===== src/common/tlv_pkg.sv =====
/*
  Package for the two-level vectored interrupt unit: register addresses,
  reset values, bit positions, source numbering and vector layout.
  Assumes an 8-bit special-function-register port on the core side.
*/
package tlv_pkg;

  // ****************************************************************
  // Register addresses
  // ****************************************************************
  localparam logic [7:0] TLV_ADDR_IEN_A = 8'ha8;
  localparam logic [7:0] TLV_ADDR_IPR_A = 8'hb8;
  localparam logic [7:0] TLV_ADDR_WUD = 8'hb9;
  localparam logic [7:0] TLV_ADDR_REQ = 8'hc0;
  localparam logic [7:0] TLV_ADDR_MISC = 8'hc1;
  localparam logic [7:0] TLV_ADDR_IEN_B = 8'he8;
  localparam logic [7:0] TLV_ADDR_POL = 8'he9;
  localparam logic [7:0] TLV_ADDR_IPR_B = 8'hf8;

  // ****************************************************************
  // Reset values and field positions
  // ****************************************************************
  localparam logic [7:0] TLV_RST_REG = 8'h00;
  localparam int TLV_GLOBAL_EN_BIT = 7;
  localparam int TLV_MISC_FS_BIT = 0;
  localparam int TLV_MISC_XWU_BIT = 1;
  localparam int TLV_REQ_TIME_BIT = 5;
  localparam int TLV_REQ_DSP_BIT = 6;
  localparam int TLV_REQ_RTC_BIT = 7;
  localparam int TLV_CLOCK_CONTROL_REGISTER_NORMAL_BIT = 7;

  // ****************************************************************
  // Sources, numbered by vector slot
  // ****************************************************************
  localparam int TLV_NSRC = 15;
  localparam int TLV_NUM_EXT_PINS = 5;
  localparam logic [4:0] TLV_PIN_IDLE = 5'h1f;
  typedef enum logic [3:0] {
    SRC_EXT0 = 4'h0, SRC_TMR0 = 4'h1, SRC_EXT1 = 4'h2, SRC_TMR1 = 4'h3,
    SRC_MODEM = 4'h4, SRC_TIME = 4'h5, SRC_FSYNC = 4'h6, SRC_EXT2 = 4'h7,
    SRC_EXT3 = 4'h8, SRC_EXT4 = 4'h9, SRC_EXT5 = 4'ha, SRC_EXT6 = 4'hb,
    SRC_I2C = 4'hc, SRC_DSP = 4'hd, SRC_RTC = 4'he
  } tlv_src_t;

  // Polling order within a level, rightmost entry (index zero) polled first
  localparam logic [4*TLV_NSRC-1:0] TLV_POLL_ORDER = {
    4'he, 4'h9, 4'h4, 4'hd, 4'h8, 4'h3, 4'hc, 4'h7,
    4'h2, 4'hb, 4'h6, 4'h1, 4'ha, 4'h5, 4'h0};

  localparam logic [15:0] TLV_VEC_BASE = 16'h0003;
  localparam int TLV_VEC_STEP_SHIFT = 3;

  // Frame-sync divider: default one eighth, fast mode one quarter
  localparam logic [2:0] TLV_FS_DIV_SLOW = 3'h7;
  localparam logic [2:0] TLV_FS_DIV_FAST = 3'h3;

  typedef struct packed {
    logic valid;
    logic [3:0] src;
    logic high;
  } tlv_req_t;

  typedef enum logic [1:0] {
    ST_IDLE = 2'b00,
    ST_LOW = 2'b01,
    ST_HIGH = 2'b11
  } tlv_level_t;

endpackage : tlv_pkg


===== src/rtl/tlv_int_unit.sv =====
/*
  Two-level vectored interrupt unit: eight SFRs, request flags, polarity,
  wake-up, frame-sync divider and priority polling with vector output.
  Assumes the core takes a request on ack, and signals return via reti.
*/
// How it works
// - Fifteen sources, two priorities, vectored jumps
// - Vectors from 0003, step eight bytes
// - Ext2-6 on port-one pins 0-4
// - Global enable clear blocks every source
// - Flags hold requests across running handlers
// - Active level re-sets cleared flag
// - Flags set by events, cleared by software
// - Only ext0/1 and timer0/1 flags cleared on service
// - High first, then fixed polling order
// - Priority bit one means high priority
// - Per-source enables, global at bit seven
// - Request flag bit layout ext2-6/time/DSP/RTC
// - Polarity bit one makes pin active high
// - Control register: frame flag, wake bit
// - Wake-up disable bit per wake source
// - DSP request raises the DSP event
// - DSP transmit-control write raises event
// - RTC event needs enables, non-emergency clock
// - RTC event wakes core; software clears
// - Frame event at one eighth or quarter
`timescale 1ns/1ns
module tlv_int_unit
  import tlv_pkg::*;
#(
  parameter int NSRC = TLV_NSRC
) (
  input wire logic core_clk_in,
  input wire logic nrst_in,
  input wire logic [7:0] sfr_addr_in,
  input wire logic [7:0] sfr_wdata_in,
  input wire logic sfr_wr_in,
  output logic [7:0] sfr_rdata_out,
  input wire logic [4:0] port_one_in,
  input wire logic ext_pin_zero_n_in,
  input wire logic ext_pin_one_n_in,
  input wire logic timer_zero_irq_in,
  input wire logic timer_one_irq_in,
  input wire logic modem_serial_irq_in,
  input wire logic i2c_irq_in,
  input wire logic time_event_in,
  input wire logic primary_frame_sync_in,
  input wire logic fs_fast_in,
  input wire logic dsp_to_core_request_in,
  input wire logic dsp_transmit_control_wr_in,
  input wire logic rtc_minute_in,
  input wire logic [7:0] clock_control_register_in,
  input wire logic int_ack_in,
  input wire logic reti_in,
  output logic int_req_out,
  output logic [15:0] int_vector_out,
  output logic [3:0] timer_flag_clr_out,
  output logic wakeup_out
);

  // ****************************************************************
  // Registers
  // ****************************************************************
  logic [7:0] ien_a_r, ien_b_r, ipr_a_r, ipr_b_r, wud_r, pol_r;
  logic [7:0] req_r, req_nxt;
  logic [1:0] misc_r;
  logic [4:0] pin_s1_r, pin_s2_r;
  logic [2:0] fs_cnt_r;
  logic fs_prev_r;
  logic fs_tick;
  tlv_level_t level_r;
  logic low_saved_r;
  tlv_req_t pick;
  logic [NSRC-1:0] pend, prio;
  logic [4:0] pin_act;
  logic [7:0] req_set;
  logic wr_req, wr_misc;
  logic hi_pend, rtc_allowed, xwu_wr_bit;

  assign wr_req = sfr_wr_in && sfr_addr_in == TLV_ADDR_REQ;
  assign wr_misc = sfr_wr_in && sfr_addr_in == TLV_ADDR_MISC;
  assign hi_pend = |(pend & prio);
  assign rtc_allowed = clock_control_register_in[TLV_CLOCK_CONTROL_REGISTER_NORMAL_BIT];
  assign xwu_wr_bit = sfr_wdata_in[TLV_MISC_XWU_BIT];

  // Plain config registers
  always_ff @(posedge core_clk_in or negedge nrst_in) begin
    if (!nrst_in) begin
      ien_a_r <= TLV_RST_REG;
      ien_b_r <= TLV_RST_REG;
      ipr_a_r <= TLV_RST_REG;
      ipr_b_r <= TLV_RST_REG;
      wud_r <= TLV_RST_REG;
      pol_r <= TLV_RST_REG;
    end else if (sfr_wr_in) begin
      unique case (sfr_addr_in)
        TLV_ADDR_IEN_A: ien_a_r <= sfr_wdata_in;
        TLV_ADDR_IEN_B: ien_b_r <= sfr_wdata_in;
        TLV_ADDR_IPR_A: ipr_a_r <= {1'b0, sfr_wdata_in[6:0]};
        TLV_ADDR_IPR_B: ipr_b_r <= sfr_wdata_in;
        TLV_ADDR_WUD: wud_r <= sfr_wdata_in;
        TLV_ADDR_POL: pol_r <= sfr_wdata_in;
        default: ;
      endcase
    end
  end

  // ****************************************************************
  // Pin synchroniser and polarity
  // ****************************************************************
  // Pins are asynchronous; the first stage only feeds the second
  always_ff @(posedge core_clk_in or negedge nrst_in) begin
    if (!nrst_in) begin
      // Idle level of active-low pins, so reset raises no false flag
      pin_s1_r <= TLV_PIN_IDLE;
      pin_s2_r <= TLV_PIN_IDLE;
    end else begin
      pin_s1_r <= port_one_in;
      pin_s2_r <= pin_s1_r;
    end
  end

  // Polarity one: active high; zero: active low
  assign pin_act = ~(pin_s2_r ^ pol_r[4:0]);

  // ****************************************************************
  // Frame-sync divider
  // ****************************************************************
  always_ff @(posedge core_clk_in or negedge nrst_in) begin
    if (!nrst_in) begin
      fs_prev_r <= 1'b0;
      fs_cnt_r <= 3'h0;
    end else begin
      fs_prev_r <= primary_frame_sync_in;
      if (primary_frame_sync_in && !fs_prev_r) begin
        fs_cnt_r <= fs_tick ? 3'h0 : fs_cnt_r + 3'h1;
      end
    end
  end
  assign fs_tick = primary_frame_sync_in && !fs_prev_r &&
    fs_cnt_r == (fs_fast_in ? TLV_FS_DIV_FAST : TLV_FS_DIV_SLOW);

  // ****************************************************************
  // Request flags
  // ****************************************************************
  always_comb begin
    req_set = {rtc_minute_in,
      dsp_to_core_request_in | dsp_transmit_control_wr_in,
      time_event_in, pin_act};
    // Set wins over a software clear in the same cycle
    req_nxt = (wr_req ? sfr_wdata_in & req_r : req_r) | req_set;
  end

  always_ff @(posedge core_clk_in or negedge nrst_in) begin
    if (!nrst_in) begin
      req_r <= TLV_RST_REG;
    end else begin
      req_r <= req_nxt;
    end
  end

  always_ff @(posedge core_clk_in or negedge nrst_in) begin
    if (!nrst_in) begin
      misc_r <= 2'b00;
    end else begin
      misc_r[TLV_MISC_FS_BIT] <= fs_tick |
        (wr_misc ? sfr_wdata_in[TLV_MISC_FS_BIT] & misc_r[TLV_MISC_FS_BIT]
                 : misc_r[TLV_MISC_FS_BIT]);
      if (wr_misc) begin
        misc_r[TLV_MISC_XWU_BIT] <= sfr_wdata_in[TLV_MISC_XWU_BIT];
      end
    end
  end

  // ****************************************************************
  // Pending vector and polling
  // ****************************************************************
  always_comb begin
    pend = {req_r[7] & clock_control_register_in[TLV_CLOCK_CONTROL_REGISTER_NORMAL_BIT],
      req_r[6], i2c_irq_in, req_r[4:0], misc_r[TLV_MISC_FS_BIT],
      req_r[5], modem_serial_irq_in, timer_one_irq_in, !ext_pin_one_n_in,
      timer_zero_irq_in, !ext_pin_zero_n_in};
    pend = pend & {ien_b_r, ien_a_r[6:0]} &
      {NSRC{ien_a_r[TLV_GLOBAL_EN_BIT]}};
    prio = {ipr_b_r, ipr_a_r[6:0]};
  end

  // Fixed priority walk: a high pending source beats any low one
  always_comb begin
    logic [3:0] s;
    s = 4'h0;
    pick = '0;
    for (int i = NSRC - 1; i >= 0; i--) begin
      s = TLV_POLL_ORDER[4*i +: 4];
      if (pend[s] && !prio[s] && level_r == ST_IDLE) begin
        pick = '{valid: 1'b1, src: s, high: 1'b0};
      end
    end
    for (int i = NSRC - 1; i >= 0; i--) begin
      s = TLV_POLL_ORDER[4*i +: 4];
      if (pend[s] && prio[s] && level_r != ST_HIGH) begin
        pick = '{valid: 1'b1, src: s, high: 1'b1};
      end
    end
  end

  // ****************************************************************
  // Service level tracking and outputs
  // ****************************************************************
  // A high handler may preempt a low one; only one level is stacked
  always_ff @(posedge core_clk_in or negedge nrst_in) begin
    if (!nrst_in) begin
      level_r <= ST_IDLE;
      low_saved_r <= 1'b0;
    end else if (int_ack_in && int_req_out) begin
      low_saved_r <= level_r == ST_LOW;
      level_r <= (int_vector_out[15] ? ST_HIGH : ST_LOW);
    end else if (reti_in) begin
      level_r <= (level_r == ST_HIGH && low_saved_r) ? ST_LOW : ST_IDLE;
      low_saved_r <= 1'b0;
    end
  end

  always_ff @(posedge core_clk_in or negedge nrst_in) begin
    if (!nrst_in) begin
      int_req_out <= 1'b0;
      int_vector_out <= 16'h0000;
      timer_flag_clr_out <= 4'h0;
    end else begin
      int_req_out <= pick.valid && !(int_ack_in && int_req_out);
      // Bit 15 is never a real vector bit; it carries the level
      int_vector_out <= {pick.high, TLV_VEC_BASE[14:0] +
        (15'(pick.src) << TLV_VEC_STEP_SHIFT)};
      timer_flag_clr_out <= 4'h0;
      if (int_ack_in && int_req_out) begin
        unique case (int_vector_out[14:0])
          15'h0003: timer_flag_clr_out <= 4'h1;
          15'h000b: timer_flag_clr_out <= 4'h2;
          15'h0013: timer_flag_clr_out <= 4'h4;
          15'h001b: timer_flag_clr_out <= 4'h8;
          default: ;
        endcase
      end
    end
  end

  // Wake on any request flag not disabled for wake-up, whether its source is enabled or not
  always_ff @(posedge core_clk_in or negedge nrst_in) begin
    if (!nrst_in) begin
      wakeup_out <= 1'b0;
      sfr_rdata_out <= 8'h00;
    end else begin
      wakeup_out <= |(req_nxt & ~wud_r);
      unique case (sfr_addr_in)
        TLV_ADDR_IEN_A: sfr_rdata_out <= ien_a_r;
        TLV_ADDR_IEN_B: sfr_rdata_out <= ien_b_r;
        TLV_ADDR_IPR_A: sfr_rdata_out <= ipr_a_r;
        TLV_ADDR_IPR_B: sfr_rdata_out <= ipr_b_r;
        TLV_ADDR_WUD: sfr_rdata_out <= wud_r;
        TLV_ADDR_POL: sfr_rdata_out <= pol_r;
        TLV_ADDR_REQ: sfr_rdata_out <= req_r;
        TLV_ADDR_MISC: sfr_rdata_out <= {6'h00, misc_r};
        default: sfr_rdata_out <= 8'h00;
      endcase
    end
  end
endmodule : tlv_int_unit


===== config.mk =====
export PLATFORM = sky130hd
export DESIGN_NAME = tlv_int_unit
export DESIGN_NICKNAME = d
export VERILOG_FILES = /design/src/common/tlv_pkg.sv /design/src/rtl/tlv_int_unit.sv
export SDC_FILE = /design/constraint.sdc
export NUM_CORES = 1
export LEC_CHECK = 0
export ABC_AREA = 1
export BUFFER_PORTS_ARGS = -buffer_cell sky130_fd_sc_hd__clkbuf_2
export CAP_MARGIN = 20
export CORE_UTILIZATION = 50
export CTS_CLUSTER_DIAMETER = 200
export DETAILED_ROUTE_END_ITERATION = 6
export PLACE_DENSITY_LB_ADDON = 0.2
export SYNTH_ARGS = -nofsm -noshare
export SYNTH_HDL_FRONTEND = slang
export SYNTH_SLANG_ARGS = --single-unit

===== constraint.sdc =====
create_clock -name core_clk_in -period 2.55 [get_ports core_clk_in]
set_input_delay 0.765 -clock core_clk_in [delete_from_list [all_inputs] [get_ports core_clk_in]]
set_output_delay 0.765 -clock core_clk_in [all_outputs]
set_load 0.01 [all_outputs]

==> results.json, run 1 <==
{
  "power_frac_clock": 0.351,
  "synth_compound_area_frac": 0.145,
  "p_leak_nw": 2.80,
  "antenna_left": 0,
  "fin_area_um2": 5530,
  "fmax_mhz": 443,
  "end_kind": "flop",
  "rows": 35,
  "insertion_delay_ns": 0.36,
  "mostFrequentLayoutCell": "nand2_1",
  "drv_cap": 0,
  "synth_top_area_cell": "dfrtp_1",
  "yosys.area_share.simple": 0.235,
  "post_drt_wl_per_cell_um": 14.8,
  "powerDensity_nw_per_um2": 586,
  "synth_warnings": 0,
  "die_area_um2": 9890,
  "ir_worst_vdd_uv": 439,
  "synth-seq-cells": 94,
  "critPathMaxFanout": 4,
  "grt_max_degree": 41,
  "final_cells": 781,
  "drc": 0,
  "core_um2": 9200,
  "cts_tree": "built",
  "synthXorXnorAreaFrac": 0.00923,
  "antenna_found_initial": 0,
  "internal_power_mw": 2.35,
  "rr_worst_depth": 28,
  "cp_data_arrival_time_ns": 2.50,
  "hpwl_um": 8890,
  "tns_ns": 0,
  "num-fill-cells": 844,
  "r2r-start": "level_r[0]$_DFFE_PN0P_",
  "syn_area_um2": 4750,
  "antenna_cells": 0,
  "seq_area_frac_synth": 0.498,
  "num_vias": 4151,
  "drt_iter0_drc": 208,
  "cts_root_buf": "clkbuf_8",
  "cts.sinks": 94,
  "die_h_um": 99.4,
  "timing.hold.worst.start": "pin_s1_r[3]$_DFF_PN1_",
  "synthTopCellsByArea": "dfrtp_1, nand2_1, inv_1",
  "synth_top_area_share": 0.443,
  "grt_pass1_vias": 3936,
  "ios": 76,
  "place_congestion": 0.899,
  "synth_top_family_by_area": "simple AND/OR/NAND/NOR gates",
  "grt_pass1_wl_um": 19100,
  "synthAdderAreaFrac": 0.00264,
  "tightestPinTransition_ns": 0.553,
  "postRouteWirelength_um": 11600,
  "ys.flop_type": "dfrtp_1",
  "syn_to_final_growth_pct": 16.6,
  "hold_viol": 0,
  "clock_skew_ns": 0.0115,
  "ys_types": 44,
  "io_buffer_count": 59,
  "reg2reg_slack_ns": 0.32,
  "initial_core_util": 0.516,
  "worst-setup-path-type": "primary input to flop",
  "rsz0062_at_grt": "no",
  "switching_power_uw": 887,
  "cts_buffers": 9,
  "nNetsFinal": 712,
  "hold_depth": 0,
  "syn_avg_cell_area_um2": 8.14,
  "synthArstFlopShare": 1.00,
  "drive_above_1_share": 0.207,
  "r2r-end": "int_vector_out[3]$_DFF_PN0_",
  "p_seq_frac": 0.520,
  "status": "complete, no violations",
  "htree_levels": 3,
  "fin_util": 0.602,
  "clk_pin_slew_worst_paths_ns": 0.09,
  "routed_via_density": 5.31,
  "post-route-period-util": 0.886,
  "crit_path_start_kind": "primary input",
  "power_frac_comb": 0.129,
  "slew_headroom": 0.630,
  "fin_crit_ns": 2.26,
  "crit_required_ns": 2.79,
  "hold_ws_ns": 0.360,
  "maxSlewViolCount": 0,
  "placed_area_um2": 5240,
  "place_inst": 763,
  "syn_inst": 583,
  "synth_edf_count": 0,
  "final_cell_mix": "nand2_1, inv_1, dfrtp_1",
  "cts_buffer_depth": 2,
  "globalRouteOverflowTotal": 0,
  "hold_end": "pin_s2_r[3]$_DFF_PN1_",
  "p_sw_frac": 0.274,
  "track_usage": 0.251,
  "holdBufCountCts": 0,
  "setup_viol_count_final": 0,
  "hold_path_class": "flop to flop",
  "muxShareOfSynthArea": 0.00237,
  "multi_input_area_um2": 1960,
  "die_x_um": 99.4,
  "regArea_um2": 2370,
  "dr.pass1.iters": 5
}
kinds of logic (layout without fill, tap and decap cells):
| kind of cell | after synthesis | count (layout) |
|---|---|---|
| xor gates and xnor gates | 5 | 5 |
| muxes | 1 | 1 |
| DFF | 94 | 94 |
| other | 2 | 10 |
| adders and majority gates | 1 | 1 |
| buffers and inverters | 117 | 196 |
| AOI/OAI and AO/OA | 115 | 115 |
| and+or+nand+nor | 248 | 248 |
routing by layer:
layer / vias up / track usage / part of all wire
met5: - / 0 / 0
met4: 0 / 0.0894 / 0.025
met3: 23 / 0.0541 / 0.049
met2: 115 / 0.415 / 0.48
met1: 1967 / 0.328 / 0.45
li1: 2046 / - / -
per-stage QoR:
step	power [mW]	setup WS (ns)
after global placement	2.10	-0.0754
after detailed placement	2.12	-0.0855
after floorplan	1.96	0.246
after CTS	3.23	0.131
after global routing	3.39	0.0236
final	3.24	0.291
worst max path at each step:
stage               slack (ns)                          end              startpoint
floorplan                 0.25         wakeup_out$_DFF_PN0_          sfr_addr_in[6]
global placement         -0.08  int_vector_out[3]$_DFF_PN0_        ext_pin_one_n_in
detailed placement       -0.09  int_vector_out[3]$_DFF_PN0_        ext_pin_one_n_in
CTS                       0.13  int_vector_out[3]$_DFF_PN0_  level_r[1]$_DFFE_PN0P_
global route              0.02  int_vector_out[3]$_DFF_PN0_  level_r[0]$_DFFE_PN0P_
finish                    0.29  int_vector_out[3]$_DFF_PN0_        ext_pin_one_n_in
cell type report:
| cell class | instances | area share |
|---|---|---|
| flip-flops and latches | 94 | 0.428 |
| multi-input cells | 380 | 0.354 |
| repair buffers | 82 | 0.0850 |
| inverters | 98 | 0.0665 |
| well taps | 111 | 0.0251 |
| clock buffers | 10 | 0.0249 |
| clock inverters | 6 | 0.0170 |
cell usage after synthesis, types with 3 or more instances:
cell type and instances:
nand2_2 3, o21ai_1 8, nor3_4 3, o21a_1 6, inv_1 91, nand4_1 3
dfrtp_1 84, buf_4 10, nor4_1 4, nor3_1 30, o2111ai_1 3, dfstp_2 10
o21ai_0 53, a21oi_1 16, clkbuf_1 6, nor2_1 41, nand2_1 129, xor2_1 5
inv_2 6, a221oi_1 6, nand3_1 24, o22ai_1 13, a2111o_1 3
flip-flops by register name, summed over array words and instances, names as in the netlist:
register            count
ipr_a_r                 7
pol_r                   8
fs_cnt_r                3
ien_a_r                 8
wakeup_out              1
misc_r                  2
low_saved_r             1
level_r                 2
ipr_b_r                 8
fs_prev_r               1
timer_flag_clr_out      4
int_vector_out          6
pin_s1_r                5
int_req_out             1
ien_b_r                 8
req_r                   8
sfr_rdata_out           8
wud_r                   8
pin_s2_r                5
critical path: stages:
cell	delay (ns)
clkbuf_2	0.09
nor2_2	0.12
nand2_2	0.09
nor3_4	0.27
inv_1	0.11
a21oi_2	0.12
nand2_1	0.06
nand2_1	0.05
nand2_1	0.05
nand2_1	0.05
nand2_1	0.05
nand2_1	0.05
nand2_1	0.04
nand2_1	0.05
nand2_1	0.04
nand2_1	0.05
nand2_1	0.04
nand2_1	0.05
nand2_1	0.05
nand2_1	0.05
nand2_1	0.04
nand2_1	0.05
nand2_1	0.05
nand2_1	0.06
a21oi_2	0.05
power groups by stage:
stage	clock network [mW]	registers, mW	logic [mW]
floorplan	0	1.71	0.256
detailed placement	0	1.71	0.403
global placement	0	1.71	0.392
CTS	1.14	1.68	0.405
finish	1.14	1.68	0.419
global route	1.22	1.70	0.478
repair_timing:
item                       CTS  global route
setup buffers                0             2
resized for setup            0            11
setup endpoints to repair    0             2
(Power assumes the default switching activity.)
==> run 2, diff against run 1 <==
Settings changed: ABC_AREA 1 to default.
==> results.json, run 2 <==
{
  "final_cells": 661,
  "drt_iter0_drc": 194,
  "synth_top_area_cell": "dfrtp_1",
  "antenna_cells": 0,
  "cts.sinks": 94,
  "antenna_found_initial": 0,
  "grt_pass1_vias": 3900,
  "syn_area_um2": 4780,
  "switching_power_uw": 823,
  "rsz0062_at_grt": "no",
  "num_vias": 3859,
  "grt_max_degree": 38,
  "end_kind": "flop",
  "worst-setup-path-type": "primary input to flop",
  "die_x_um": 99.7,
  "finalPower_mw": 3.01,
  "holdBufCountCts": 0,
  "power_frac_comb": 0.098,
  "synth_top_area_share": 0.440,
  "tns_ns": 0,
  "hold_viol": 0,
  "drc": 0,
  "synth_most_common_cell": "dfrtp_1",
  "slew_headroom": 0.650,
  "hold_path_class": "primary input to asynchronous set/reset pin",
  "globalRouteOverflowTotal": 0,
  "powerDensity_nw_per_um2": 538,
  "die_h_um": 99.7,
  "synth_edf_count": 0,
  "synth_common_cells": "dfrtp_1, mux2_2, nand2_1",
  "num-fill-cells": 780,
  "cp_data_arrival_time_ns": 2.61,
  "post-route-period-util": 0.934,
  "p_leak_nw": 2.63,
  "fmax_mhz": 420,
  "power_frac_clock": 0.353,
  "cts_tree": "built",
  "initial_core_util": 0.517,
  "post_cts_resize_count": 0,
  "core_um2": 9240,
  "synthArstFlopShare": 1.00,
  "ios": 76,
  "mostFrequentLayoutCell": "dfrtp_1",
  "crit_slowest_cell": "a2111oi_0",
  "ys.flop_type": "dfrtp_1",
  "fin_util": 0.606,
  "critPathMaxFanout": 7,
  "p_sw_frac": 0.273,
  "postCtsSetupBuffers": 0,
  "cp_num_buf_inv": 2,
  "io_buffer_count": 59,
  "synthTopCellsByArea": "dfrtp_1, mux2_2, dfstp_2",
  "post_drt_wl_per_cell_um": 18.6,
  "place_inst": 645,
  "track_usage": 0.270,
  "syn_inst": 441,
  "final_cell_mix": "dfrtp_1, clkbuf_2, mux2_2",
  "worstPathCellList": "clkbuf_2 > nor4b_1 > buf_4 > nand4_1 > o21ai_0 > a21oi_1 > a2111oi_0 > nand4_1",
  "ys_types": 63,
  "syn_to_final_growth_pct": 17.2,
  "rows": 35,
  "cpPeakStageDelay_ns": 0.41,
  "tightestPinTransition_ns": 0.525,
  "synth_warnings": 0,
  "setup_ws_ns": 0.168,
  "nNetsFinal": 574,
  "clock_skew_ns": 0.0100,
  "cts_buffers": 9,
  "status": "complete, no violations",
  "hpwl_um": 9500,
  "crit_required_ns": 2.78,
  "insertion_delay_ns": 0.37,
  "maxSlewViolCount": 0,
  "drive_above_1_share": 0.348,
  "place_congestion": 0.940,
  "synth-seq-cells": 94,
  "setup_viol_count_final": 0,
  "dr.pass1.iters": 5,
  "placed_area_um2": 5380,
  "hold_ws_ns": 0.335,
  "cts_buffer_depth": 2,
  "routed_via_density": 5.84,
  "cpMostUsedCell": "nand4_1",
  "fin_crit_ns": 2.38,
  "die_area_um2": 9950,
  "postRouteWirelength_um": 12300,
  "post-place-ws_ns": -0.192,
  "crit_path_start_kind": "primary input",
  "drv_cap": 0,
  "htree_levels": 3,
  "seq_area_frac_synth": 0.495,
  "ir_worst_vdd_uv": 363,
  "clk_pin_slew_worst_paths_ns": 0.10,
  "syn_avg_cell_area_um2": 10.8,
  "p_seq_frac": 0.550,
  "internal_power_mw": 2.19,
  "antenna_left": 0,
  "grt_pass1_wl_um": 20100,
  "cts_root_buf": "clkbuf_8",
  "critPathTopFamily": "compound AO/OA/AOI/OAI gates",
  "fin_area_um2": 5600
}
[run 2: cell types whose count changed after synthesis, sizes merged, moves of 7 or more]
cell / previous run / this run
inv: 97 / 5
nand2: 132 / 40
mux2: 1 / 53
o21ai: 61 / 20
nor2: 43 / 18
nor3: 35 / 14
nand4: 3 / 17
a22oi: 0 / 13
o22ai: 13 / 1
nand3: 26 / 15
and3: 0 / 9
and4: 0 / 8
nor2b: 0 / 7
[run 2: final timing paths]
check | to | cells after the start | slack, ns | start
min | int_vector_out[1]$_DFF_PN0_ | 1 | 0.34 | nrst_in
max | wakeup_out$_DFF_PN0_ | 8 | 0.17 | sfr_addr_in[3]
min reg2reg | pin_s2_r[1]$_DFF_PN1_ | 0 | 0.36 | pin_s1_r[1]$_DFF_PN1_
max in group asynchronous | ien_a_r[4]$_DFFE_PN0P_ | 2 | 1.51 | nrst_in
max reg2reg | int_vector_out[3]$_DFF_PN0_ | 7 | 0.26 | level_r[0]$_DFFE_PN0P_
min in group core_clk_in | pin_s2_r[1]$_DFF_PN1_ | 0 | 0.36 | pin_s1_r[1]$_DFF_PN1_
[run 2: routing by layer]
| metal | GRT usage | share of wire | vias up |
|---|---|---|---|
| li1 | - | - | 1821 |
| met1 | 0.347 | 0.44 | 1891 |
| met2 | 0.448 | 0.49 | 120 |
| met3 | 0.0499 | 0.050 | 27 |
| met4 | 0.118 | 0.027 | 0 |
| met5 | 0 | 0 | - |
[run 2: cell families (layout without fill, tap and decap cells)]
| group | Yosys count | after routing | synth area share |
|---|---|---|---|
| xor+xnor | 6 | 6 | 0.0110 |
| simple gates | 168 | 168 | 0.200 |
| buf+inv | 30 | 113 | 0.0341 |
| fa+ha+maj | 1 | 1 | 0.00262 |
| other cells | 2 | 10 | 0.00157 |
| mux | 56 | 56 | 0.131 |
| flops | 94 | 94 | 0.495 |
| compound gates | 84 | 84 | 0.125 |
[run 2: power groups by stage]
stage / clock network [mW] / registers (mW) / logic [mW]
2_1_floorplan: 0 / 1.66 / 0.169
3_3_place_gp: 0 / 1.68 / 0.279
5_1_grt: 1.15 / 1.66 / 0.326
4_1_cts: 1.08 / 1.65 / 0.296
6_report: 1.06 / 1.66 / 0.294
3_5_place_dp: 0 / 1.68 / 0.295
[run 2: final cells by class]
type,count,area [um2],share of cell area
clock buffers,9,124,0.0221
clock inverters,7,91.3,0.0163
inverters,5,18.8,0.00335
multi-input cells,325,2280,0.407
flip-flops and latches,94,2360,0.422
well taps,129,161,0.0288
repair buffers,92,558,0.0997
